## src/dsl_pkg.sv

```systemverilog
// Constants and carrier types for the down-converter and link config bank
// Assumes a 32-bit Avalon-MM slave port with byte addressing

package dsl_pkg;

  // ************************************************************
  // Register indices and address width
  // ************************************************************
  localparam logic [9:0]  IDX_DDC_CTRL  = 10'h200;
  localparam logic [9:0]  IDX_LINK_CTL1 = 10'h201;
  localparam logic [9:0]  IDX_LINK_CTL2 = 10'h202;
  localparam logic [9:0]  IDX_LINK_ID   = 10'h203;
  localparam int          ADDR_W        = 12;

  // ************************************************************
  // Reset values
  // ************************************************************
  localparam logic [7:0]  RST_DDC_CTRL  = 8'h10;
  localparam logic [7:0]  RST_LINK_CTL1 = 8'h0f;
  localparam logic [7:0]  RST_LINK_CTL2 = 8'h00;
  localparam logic [7:0]  RST_LINK_ID   = 8'h00;

  // ************************************************************
  // Field positions
  // ************************************************************
  localparam int          DDC_FMT_BIT   = 5;
  localparam int          DDC_GAIN_BIT  = 4;
  localparam int          DDC_SEL_LSB   = 0;
  localparam int          DDC_SEL_W     = 4;
  localparam int          CTL1_SCRM_BIT = 7;
  localparam int          CTL1_K_LSB    = 2;
  localparam int          CTL1_K_W      = 5;
  localparam int          CTL1_RATE_BIT = 1;
  localparam int          CTL1_EN_BIT   = 0;
  localparam int          CTL2_PLL_BIT  = 7;
  localparam int          CTL2_SYNC_BIT = 6;
  localparam int          CTL2_TEST_LSB = 0;
  localparam int          CTL2_TEST_W   = 4;

  // ************************************************************
  // Decimation, test pattern and identifier slot codes
  // ************************************************************
  localparam logic [3:0]  DEC_BYPASS    = 4'h0;
  localparam logic [3:0]  DEC_BY4       = 4'h2;
  localparam logic [3:0]  DEC_BY8       = 4'h3;
  localparam logic [3:0]  DEC_BY10      = 4'h4;
  localparam logic [3:0]  DEC_BY16      = 4'h5;
  localparam logic [3:0]  DEC_BY20      = 4'h6;
  localparam logic [3:0]  DEC_BY32      = 4'h7;
  localparam logic [3:0]  TEST_PRBS7    = 4'h1;
  localparam logic [1:0]  MF_ID_SLOT    = 2'h2;

  // ************************************************************
  // Carrier types
  // ************************************************************
  typedef struct packed {
    logic       ddc_on;
    logic       reserved;
    logic       twos;
    logic [5:0] factor;
  } dsl_ddc_s;

  typedef enum logic {BUS_IDLE, BUS_ACK} dsl_bus_e;

endpackage

```

## src/dsl_ddc_decode.sv

```systemverilog
// Registered decoder of the decimation select and sample format fields
// Assumes CLOCK and ARST_N shared with the register bank

`timescale 1ns/100ps

module dsl_ddc_decode (
  input  wire logic           CLOCK,
  input  wire logic           ARST_N,
  input  wire logic [3:0]     SEL,
  input  wire logic           BYPASS_TWOS,
  output dsl_pkg::dsl_ddc_s   DDC
);

  // ************************************************************
  // Decode
  // ************************************************************
  dsl_pkg::dsl_ddc_s ddc_d;
  dsl_pkg::dsl_ddc_s ddc_q;

  always_comb begin
    ddc_d.ddc_on   = 1'b1;
    ddc_d.reserved = 1'b0;
    ddc_d.twos     = 1'b1;
    ddc_d.factor   = 6'h01;
    unique case (SEL)
      dsl_pkg::DEC_BYPASS: begin
        ddc_d.ddc_on = 1'b0;
        ddc_d.twos   = BYPASS_TWOS;
      end
      dsl_pkg::DEC_BY4:  ddc_d.factor = 6'h04;
      dsl_pkg::DEC_BY8:  ddc_d.factor = 6'h08;
      dsl_pkg::DEC_BY10: ddc_d.factor = 6'h0a;
      dsl_pkg::DEC_BY16: ddc_d.factor = 6'h10;
      dsl_pkg::DEC_BY20: ddc_d.factor = 6'h14;
      dsl_pkg::DEC_BY32: ddc_d.factor = 6'h20;
      default: begin
        // Reserved codes park the converter in bypass, flagged
        ddc_d.ddc_on   = 1'b0;
        ddc_d.reserved = 1'b1;
        ddc_d.twos     = BYPASS_TWOS;
      end
    endcase
  end

  always_ff @(posedge CLOCK or negedge ARST_N) begin
    if (!ARST_N) begin
      ddc_q <= '{ddc_on: 1'b0, reserved: 1'b0, twos: 1'b0,
                 factor: 6'h01};
    end else begin
      ddc_q <= ddc_d;
    end
  end

  assign DDC = ddc_q;

endmodule

```

## src/dsl_config_bank.sv

```systemverilog
// Configuration bank for the down-converter and the serial data link
// Assumes an Avalon-MM master with waitrequest on CLOCK, byte addresses
//
// Chosen here: the Avalon-MM interface to the registers.

`timescale 1ns/100ps

module dsl_config_bank (
  input  wire logic        CLOCK,
  input  wire logic        ARST_N,
  input  wire logic [11:0] AVS_ADDRESS,
  input  wire logic        AVS_READ,
  input  wire logic        AVS_WRITE,
  input  wire logic [31:0] AVS_WRITEDATA,
  input  wire logic [3:0]  AVS_BYTEENABLE,
  output logic      [31:0] AVS_READDATA,
  output logic             AVS_WAITREQUEST,
  input  wire logic        SYNC_SE_N,
  input  wire logic        SYNC_DIFF_N,
  input  wire logic        LINK_MF_START,
  output logic             LINK_RESET_N,
  output logic             SERDES_POWER_DOWN,
  output logic             LINK_CLOCK_ENABLE,
  output logic             SYNC_REQUEST_N,
  output logic             SCRAMBLER_ENABLE,
  output logic      [5:0]  FRAMES_PER_MULTIFRAME,
  output logic             LANE_RATE_DOUBLE,
  output logic             FIVE_FOURTHS_PLL_SELECT,
  output logic      [3:0]  LINK_TEST_PATTERN,
  output logic             LINK_PRBS7_ACTIVE,
  output logic      [7:0]  LINK_DEVICE_IDENTIFIER,
  output logic             LINK_DID_INSERT,
  output logic             DDC_ENABLE,
  output logic      [5:0]  DECIMATION_FACTOR,
  output logic             DECIMATION_RESERVED,
  output logic             SAMPLE_TWOS_COMPLEMENT,
  output logic             FINAL_FILTER_GAIN_BOOST
);

  // ************************************************************
  // Bus slave
  // ************************************************************
  dsl_pkg::dsl_bus_e bus_q;
  logic [9:0]        word_idx;
  logic              req;
  logic              hit;
  logic              wr_take;
  logic [7:0]        rd_mux;
  logic [31:0]       rdata_q;

  assign word_idx = AVS_ADDRESS[11:2];
  assign req      = AVS_READ | AVS_WRITE;
  // One wait cycle per access; the answer edge follows the ack state
  assign AVS_WAITREQUEST = req & (bus_q == dsl_pkg::BUS_IDLE);
  assign wr_take  = AVS_WRITE & (bus_q == dsl_pkg::BUS_ACK)
                  & AVS_BYTEENABLE[0];
  assign AVS_READDATA = rdata_q;

  always_ff @(posedge CLOCK or negedge ARST_N) begin
    if (!ARST_N) begin
      bus_q <= dsl_pkg::BUS_IDLE;
    end else begin
      unique case (bus_q)
        dsl_pkg::BUS_IDLE: begin
          if (req) begin
            bus_q <= dsl_pkg::BUS_ACK;
          end
        end
        dsl_pkg::BUS_ACK: bus_q <= dsl_pkg::BUS_IDLE;
      endcase
    end
  end

  // ************************************************************
  // Register file
  // ************************************************************
  logic [7:0] ddc_ctrl_q;
  logic [7:0] link_ctl1_q;
  logic [7:0] link_ctl2_q;
  logic [7:0] link_id_q;

  // Reserved bits are stored like any other and drive nothing
  always_ff @(posedge CLOCK or negedge ARST_N) begin
    if (!ARST_N) begin
      ddc_ctrl_q  <= dsl_pkg::RST_DDC_CTRL;
      link_ctl1_q <= dsl_pkg::RST_LINK_CTL1;
      link_ctl2_q <= dsl_pkg::RST_LINK_CTL2;
      link_id_q   <= dsl_pkg::RST_LINK_ID;
    end else if (wr_take) begin
      unique case (word_idx)
        dsl_pkg::IDX_DDC_CTRL:  ddc_ctrl_q  <= AVS_WRITEDATA[7:0];
        dsl_pkg::IDX_LINK_CTL1: link_ctl1_q <= AVS_WRITEDATA[7:0];
        dsl_pkg::IDX_LINK_CTL2: link_ctl2_q <= AVS_WRITEDATA[7:0];
        dsl_pkg::IDX_LINK_ID:   link_id_q   <= AVS_WRITEDATA[7:0];
        default: ;
      endcase
    end
  end

  always_comb begin
    hit    = 1'b1;
    rd_mux = 8'h00;
    unique case (word_idx)
      dsl_pkg::IDX_DDC_CTRL:  rd_mux = ddc_ctrl_q;
      dsl_pkg::IDX_LINK_CTL1: rd_mux = link_ctl1_q;
      dsl_pkg::IDX_LINK_CTL2: rd_mux = link_ctl2_q;
      dsl_pkg::IDX_LINK_ID:   rd_mux = link_id_q;
      default:                hit    = 1'b0;
    endcase
  end

  // Unmapped reads answer zero; upper lanes always read zero
  always_ff @(posedge CLOCK or negedge ARST_N) begin
    if (!ARST_N) begin
      rdata_q <= 32'h0000_0000;
    end else if (AVS_READ && bus_q == dsl_pkg::BUS_IDLE) begin
      rdata_q <= {24'h00_0000, rd_mux};
    end
  end

  // ************************************************************
  // Field extraction
  // ************************************************************
  logic       link_en;
  logic [3:0] dec_sel;
  logic [4:0] k_minus_1;

  assign link_en   = link_ctl1_q[dsl_pkg::CTL1_EN_BIT];
  assign dec_sel   = ddc_ctrl_q[dsl_pkg::DDC_SEL_LSB +: dsl_pkg::DDC_SEL_W];
  assign k_minus_1 = link_ctl1_q[dsl_pkg::CTL1_K_LSB +: dsl_pkg::CTL1_K_W];

  // ************************************************************
  // Down-converter controls
  // ************************************************************
  dsl_pkg::dsl_ddc_s ddc;

  dsl_ddc_decode u_decode (
    .CLOCK       (CLOCK),
    .ARST_N      (ARST_N),
    .SEL         (dec_sel),
    .BYPASS_TWOS (ddc_ctrl_q[dsl_pkg::DDC_FMT_BIT]),
    .DDC         (ddc)
  );

  assign DDC_ENABLE             = ddc.ddc_on;
  assign DECIMATION_FACTOR      = ddc.factor;
  assign DECIMATION_RESERVED    = ddc.reserved;
  assign SAMPLE_TWOS_COMPLEMENT = ddc.twos;

  always_ff @(posedge CLOCK or negedge ARST_N) begin
    if (!ARST_N) begin
      FINAL_FILTER_GAIN_BOOST <= 1'b1;
    end else begin
      FINAL_FILTER_GAIN_BOOST <= ddc_ctrl_q[dsl_pkg::DDC_GAIN_BIT];
    end
  end

  // ************************************************************
  // Link controls
  // ************************************************************
  // The link consumes these only out of reset, so the software ordering
  // around the enable bit keeps it from seeing half-changed settings
  always_ff @(posedge CLOCK or negedge ARST_N) begin
    if (!ARST_N) begin
      LINK_RESET_N            <= 1'b0;
      SERDES_POWER_DOWN       <= 1'b1;
      LINK_CLOCK_ENABLE       <= 1'b0;
      SCRAMBLER_ENABLE        <= 1'b0;
      FRAMES_PER_MULTIFRAME   <= 6'h04;
      LANE_RATE_DOUBLE        <= 1'b1;
      FIVE_FOURTHS_PLL_SELECT <= 1'b0;
      LINK_TEST_PATTERN       <= 4'h0;
      LINK_PRBS7_ACTIVE       <= 1'b0;
      LINK_DEVICE_IDENTIFIER  <= 8'h00;
    end else begin
      LINK_RESET_N      <= link_en;
      SERDES_POWER_DOWN <= !link_en;
      LINK_CLOCK_ENABLE <= link_en;
      SCRAMBLER_ENABLE  <= link_ctl1_q[dsl_pkg::CTL1_SCRM_BIT];
      FRAMES_PER_MULTIFRAME <= {1'b0, k_minus_1} + 6'h01;
      LANE_RATE_DOUBLE  <= link_ctl1_q[dsl_pkg::CTL1_RATE_BIT];
      FIVE_FOURTHS_PLL_SELECT <= link_ctl2_q[dsl_pkg::CTL2_PLL_BIT];
      LINK_TEST_PATTERN <=
        link_ctl2_q[dsl_pkg::CTL2_TEST_LSB +: dsl_pkg::CTL2_TEST_W];
      LINK_PRBS7_ACTIVE <=
        link_ctl2_q[dsl_pkg::CTL2_TEST_LSB +: dsl_pkg::CTL2_TEST_W]
        == dsl_pkg::TEST_PRBS7;
      LINK_DEVICE_IDENTIFIER <= link_id_q;
    end
  end

  // ************************************************************
  // Sync input selection
  // ************************************************************
  always_ff @(posedge CLOCK or negedge ARST_N) begin
    if (!ARST_N) begin
      SYNC_REQUEST_N <= 1'b1;
    end else begin
      SYNC_REQUEST_N <= link_ctl2_q[dsl_pkg::CTL2_SYNC_BIT] ?
                        SYNC_DIFF_N : SYNC_SE_N;
    end
  end

  // ************************************************************
  // Identifier slot in lane alignment
  // ************************************************************
  // Counts multiframe starts since enable; saturates so that a long
  // alignment sequence never wraps back into the identifier slot
  // Clearing on the enable bit too stops the slot outliving the link
  logic [1:0] mf_count_q;
  logic [1:0] mf_count_d;

  always_comb begin
    mf_count_d = mf_count_q;
    if (LINK_MF_START && mf_count_q != 2'h3) begin
      mf_count_d = mf_count_q + 2'h1;
    end
  end

  always_ff @(posedge CLOCK or negedge ARST_N) begin
    if (!ARST_N) begin
      mf_count_q      <= 2'h0;
      LINK_DID_INSERT <= 1'b0;
    end else if (!LINK_RESET_N || !link_en) begin
      mf_count_q      <= 2'h0;
      LINK_DID_INSERT <= 1'b0;
    end else begin
      mf_count_q      <= mf_count_d;
      LINK_DID_INSERT <= mf_count_d == dsl_pkg::MF_ID_SLOT;
    end
  end
endmodule

```

## config.mk

```make
export PLATFORM = sky130hd
export DESIGN_NAME = dsl_config_bank
export DESIGN_NICKNAME = d
export VERILOG_FILES = /design/src/dsl_pkg.sv /design/src/dsl_ddc_decode.sv /design/src/dsl_config_bank.sv
export SDC_FILE = /design/constraint.sdc
export NUM_CORES = 1
export LEC_CHECK = 0
export BUFFER_PORTS_ARGS = -buffer_cell sky130_fd_sc_hd__clkbuf_2
export CORE_MARGIN = 2
export CORE_UTILIZATION = 38
export DETAILED_ROUTE_END_ITERATION = 10
export GPL_ROUTABILITY_DRIVEN = 0
export PLACE_DENSITY_LB_ADDON = 0.1
export SYNTH_ARGS = -nofsm -noshare
export SYNTH_HDL_FRONTEND = slang
export SYNTH_SLANG_ARGS = --single-unit
export TNS_END_PERCENT = 30
```

## constraint.sdc

```tcl
create_clock -name CLOCK -period 1.9 [get_ports CLOCK]
set_clock_uncertainty 0.1 [all_clocks]
set_input_delay 0.095 -clock CLOCK [delete_from_list [all_inputs] [get_ports CLOCK]]
set_output_delay 0.095 -clock CLOCK [all_outputs]
set_load 0.02 [all_outputs]
```

==> metrics, run 1 <==
H-Tree Depth 3; drt wl/cell 14.48 um; total track usage 15.07%; critical path endpoint category primary output; Most Crowded Layer GR met2; Core ar. 8299 um^2; Clk pin slew, worst setup/hold paths 0.08 ns; Tcrit/Tclk final 95.53%; Residual DRC 0; Post-synth EDFFs 0; top cells by count, synth 68 x dfrtp_1, 40 x mux2_2, 25 x buf_4; maxcap violations 0; vias in the first global route 2,138; CTS Sinks 79; initial core utilization 39.64%; share of layout cells above drive strength 1 46.48%; antenna violations before repair 0; Global Route met2 Usage 22.81%; status completed; Setup Fix Bufs, Post-CTS 0; antenna-violating nets left 0; Fin. Hold Viols 0; Chip Width 97.04 um; fin. max-slew vios 0; RSZ-0062 raised after global routing false; clk buf depth 2; cells after synthesis 242; Yosys reg bits 79; DRT Pass-1 Iters 4; global-route wire length before repair 11,100 um; Pwr Total 3.218 mW; CTS tree done; most numerous cell in the Yosys netlist dfrtp_1; Primary FF master, synth dfrtp_1; Via density 4.554; WP data arrival 1.62 ns; vias 2,095; Critical path origin AVS_WRITE; row cnt 33; Reg-to-Reg End link_id_q[5]; Hold Path Class in2async; crit path max fanout 2; GR Layer Usage met3 4.408%; worst setup slack after layout 0.08501 ns; fmax 0.5510 GHz; Filler cells 763; Final Util 50.25%; number of DRC markers in iteration 0 55; met1 Use GR 20.46%; r2r setup slk 0.20 ns; VDD IR max 0.3932 mV; Die Span Y 97.04 um; largest net degree at the start of global routing 34; Netlist cell types 31; I/O pin cnt 125; RR Startpoint bus_q; Clk Latency, worst-skew pair 0.35 ns; Final setup viols 0; IO buf count 71; Power Dens Cells 771.7 nW/um^2; DRT Wirelength 6662 um; die footprint 9417 um^2; cts bufs inserted 9; path depth of the worst reg2reg path 5; setup TNS 0 ns; post-detail-place hpwl 4868 um; Synth area leaders dfrtp_1 52%, mux2_2 14%, dfstp_2 8.8%; Overflow after GRT 0; critical path class in2out; worst setup path endpoint AVS_WAITREQUEST; Syn Std Cell Area 3289 um^2; CTS Root Cell clkbuf_8; critical path startpoint category input pin; register area share after synthesis 60.52%; pre-CTS WS -0.1598 ns; syn_area_per_cell 13.59 um^2; Ant. Diodes 0; Post-layout nets 407; Layout area overhead 26.78%; worst path required time 1.70 ns; leak pwr 2.157 nW; yosys warns 0; ys async rst share 100.0%; Tmin final 1.815 ns; area leader, netlist dfrtp_1; share of the synthesized area in the top cell type 51.73%
-- power by group --
group | leakage (nW) | switching [mW] | internal, mW
Clock | 0.103 | 0.582 | 0.717
Sequential | 1.06 | 0.00651 | 1.69
Combinational | 0.997 | 0.146 | 0.0751
Total | 2.16 | 0.734 | 2.48
-- final cells by class --
class | instances | area (um^2) | share of cell area [%]
multi-input combinational | 149 | 1150 | 27.57
timing repair buffer | 107 | 673.1 | 16.14
clock buffer | 14 | 172.7 | 4.140
tap | 105 | 131.4 | 3.150
sequential | 79 | 1991 | 47.73
clock inverter | 2 | 37.54 | 0.9001
inverter | 4 | 15.01 | 0.3600
-- metal layers --
metal | vias up | share of wire (%)
li1 | 1011 | -
met1 | 1015 | 47
met2 | 63 | 47
met3 | 6 | 5.5
met4 | 0 | 0.84
met5 | - | 0
-- through the flow --
stage | cells | cell area [um^2] | hold WS [ns]
2_1_floorplan | 265 | 3376 | -0.3006
3_5_place_dp | 431 | 3830 | -0.03538
5_1_grt | 460 | 4170 | 0.1497
4_1_cts | 460 | 4170 | 0.1208
3_3_place_gp | 431 | 3830 | -0.02996
6_report | 460 | 4170 | 0.1262
-- layout by cell type (no fill, tap or decap), drive strengths merged, types with 8 or more instances in the layout --
cell type    instances
o211ai               8
nand4                8
nor2                13
nand2               13
dfrtp               68
mux2                41
buf                 25
dlygate4sd3         13
conb                24
mux2i                9
dfstp               11
clkbuf              83
-- timing repair --
item | in CTS | in global routing
endpoints found under the hold margin | 105 | 0
gates resized for setup | 0 | 1
setup endpoints to repair | 0 | 1
hold buffers | 13 | 0
-- worst max-delay path, stage by stage --
cell and delay, ns:
dlygate4sd3_1 0.53, clkbuf_2 0.11, nor2_1 0.03, dlygate4sd3_1 0.55
nor2_1 0.13, buf_2 0.18
-- worst min path at each step --
stage / start / endpoint / depth (start not counted)
after floorplan: ARST_N / AVS_READDATA[0] / 0
after global placement: ARST_N / ddc_ctrl_q[3] / 1
after detailed placement: ARST_N / ddc_ctrl_q[3] / 1
after CTS: AVS_ADDRESS[10] / AVS_READDATA[2] / 5
after global routing: ARST_N / link_id_q[2] / 2
final: ARST_N / link_id_q[2] / 2
-- kinds of logic (layout without fill, tap and decap cells) --
kind of cell,count (synthesis),in the layout,synth area share [%]
other,1,24,0.1140
buffers and inverters,37,127,7.151
and+or+nand+nor,59,59,11.37
AOI/OAI and AO/OA,9,9,1.978
xor gates and xnor gates,5,5,1.331
adders and majority gates,2,2,0.7606
muxes,50,50,16.77
DFF,79,79,60.52
-- registers in the layout, indices dropped and copies added (netlist names), 2 cells and up --
| register | count |
|---|---|
| LINK_DEVICE_IDENTIFIER | 8 |
| link_ctl1_q | 8 |
| AVS_READDATA | 8 |
| FRAMES_PER_MULTIFRAME | 6 |
| ddc_ctrl_q | 8 |
| link_ctl2_q | 8 |
| link_id_q | 8 |
| u_decode.DDC | 9 |
| LINK_TEST_PATTERN | 4 |
| mf_count_q | 2 |
Note: power is estimated with default switching activity, not from simulation.
==> run 2, diff against run 1 <==
--- a/config.mk
+++ b/config.mk
@@ -5,10 +5,10 @@
 export SDC_FILE = /design/constraint.sdc
 export NUM_CORES = 1
 export LEC_CHECK = 0
-export BUFFER_PORTS_ARGS = -buffer_cell sky130_fd_sc_hd__clkbuf_2
 export CORE_MARGIN = 2
 export CORE_UTILIZATION = 38
 export DETAILED_ROUTE_END_ITERATION = 10
+export DONT_BUFFER_PORTS = 1
 export GPL_ROUTABILITY_DRIVEN = 0
 export PLACE_DENSITY_LB_ADDON = 0.1
 export SYNTH_ARGS = -nofsm -noshare
==> run 2 against run 1 <==
Against the previous run: the run now ends with negative hold slack left; flip-flop and latch count unchanged; critical path depth fell by 2; clock power is 7% lower; final cell count fell by 16%; critical path type unchanged; highest routed layer unchanged.
==> metrics, run 2 (synthesis gave the netlist of run 1 again) <==
status finished with violations; failing checks negative hold slack; sequential cell area 1991 um^2 (unchanged); Overflow after GRT 0 (unchanged); Rel. slew slack 44.32%; max layer used met4; routed wl met3 497 um (+35%); DRT Pass-1 Iters 4 (unchanged); Hold Path Class in2async; critical path endpoint category primary output; clk buf depth 2 (unchanged); area of the multi-input gates 1150 um^2 (unchanged); PostCTS Resize Cnt 0 (unchanged); die footprint 9417 um^2 (unchanged); Crit path largest cell delay 0.54 ns (about the same); total track usage 14.74% (-0.33 points); CTS Root Cell clkbuf_8; Core ar. 8299 um^2 (unchanged); vias 1,898 (-9.4%); Clk Latency, worst-skew pair 0.35 ns (about the same); global-route wire length before repair 10,630 um (-4.2%); Post-layout nets 333 (-18%); Tcrit/Tclk final 91.57% (-4.0 points); Filler cells 762 (-0.13%); met2 wire length 2920 um (-6.9%); IO buf count 0 (-100%); path depth of the worst reg2reg path 5 (unchanged); Final setup viols 0 (unchanged); worst-path cell chain dlygate4sd3_1 -> nor2_1 -> dlygate4sd3_1 -> nor2_1; antenna violations before repair 0 (unchanged); met1 WL 3080 um (-0.68%); drt wl/cell 17.11 um (+18%); cts bufs inserted 9 (unchanged); fin. max-slew vios 0 (unchanged); initial core utilization 39.64% (unchanged); DRT Wirelength 6605 um (-0.86%); Slowest cell on crit path dlygate4sd3_1; worst path required time 1.70 ns (about the same); post-detail-place hpwl 4412 um (-9.4%); pre-CTS WS -0.02651 ns (+0.1333 ns); most frequent cells in the layout 68 x dfrtp_1, 40 x mux2_2, 24 x conb_1; VDD IR max 0.3233 mV (-18%); crit path max fanout 2 (unchanged); critical path startpoint category input pin; Ant. Diodes 0 (unchanged); Largest register FFs 9 (unchanged); RSZ-0062 raised after global routing false; Pwr Total 3.059 mW (-5.0%); Die Span Y 97.04 um (unchanged); critical path class in2out; maxcap violations 0 (unchanged); commonest non-fill, non-tap cell in the layout dfrtp_1; Tmin final 1.740 ns (-0.07509 ns); number of DRC markers in iteration 0 34 (-38%); WP data arrival 1.54 ns (-0.08 ns); Layout area overhead 14.26%; worst setup slack after layout 0.1601 ns (+0.07509 ns); cts hold-fix bufs 14 (+1); antenna-violating nets left 0 (unchanged); leak pwr 1.818 nW (-16%); Clk pin slew, worst setup/hold paths 0.08 ns (about the same); Power Dens Cells 813.8 nW/um^2 (+5.4%); Residual DRC 0 (unchanged); largest net degree at the start of global routing 80 (+140%); Via density 4.917 (+8.0%); CTS tree done; fmax 0.5747 GHz (+4.3%); worst hold margin -0.6693 ns (-0.7956 ns); CTS Sinks 79 (unchanged); vias in the first global route 1,910 (-11%); H-Tree Depth 3 (unchanged); Worst-Margin Slew 0.8325 ns; I/O pin cnt 125 (unchanged); Chip Width 97.04 um (unchanged); Fin. Hold Viols 79 (+79); row cnt 33 (unchanged); Setup Fix Bufs, Post-CTS 0 (unchanged); share of layout cells above drive strength 1 32.38% (-14 points)
## run 2: cell count changes in the layout (fill, tap and decap cells not counted), moves of 3 or more
cell | previous run | this run
clkinv_2 | 0 | 3
clkbuf_2 | 69 | 0
buf_4 | 23 | 19
clkbuf_8 | 12 | 9
## run 2: path summary, 6_finish.rpt
check	startpoint	to	slack, ns
max reg2reg	bus_q	link_id_q[6]	0.22
max	AVS_WRITE	AVS_WAITREQUEST	0.16
max in group asynchronous	ARST_N	LANE_RATE_DOUBLE	2.16
min	ARST_N	u_decode.DDC[3]	-0.67
min in group CLOCK	AVS_ADDRESS[2]	AVS_READDATA[4]	0.01
min reg2reg	ddc_ctrl_q[4]	FINAL_FILTER_GAIN_BOOST	0.28
## run 2: metal layers
metal	vias to the layer above	global-route usage, %
li1	862	-
met1	951	20.59
met2	75	20.83
met3	10	5.564
met4	0	5.525
met5	-	0
## run 2: layout make-up
class	instances	share of cell area, %
clock inverter	6	1.631
multi-input combinational	149	30.59
inverter	4	0.3995
sequential	79	52.96
timing repair buffer	33	7.523
tap	105	3.495
clock buffer	10	3.395
## run 2: stage by stage
step                      std cells  util (%)  hold WS, ns  TNS [ns]  instance area [um^2]
after floorplan                 265         -      -0.3006         0                  3376
after global placement          356     41.32      -0.2984   -0.3534                  3430
after detailed placement        356     41.32      -0.2983   -0.2049                  3430
after CTS                       386     45.29      -0.6864         0                  3759
after global routing            386     45.29      -0.7017         0                  3759
final                           386     45.29      -0.6693         0                  3759
## run 2: power breakdown
group / switching, mW / internal, mW / total [mW]
clock network: 0.608 / 0.603 / 1.21
logic: 0.0946 / 0.0482 / 0.143
registers: 0.0128 / 1.69 / 1.71
## run 2: worst max-delay path: cells and delay by family
family | cells | cell delay, ns
buffers and inverters | 2 | 1.07
AND/OR/NAND/NOR | 2 | 0.38
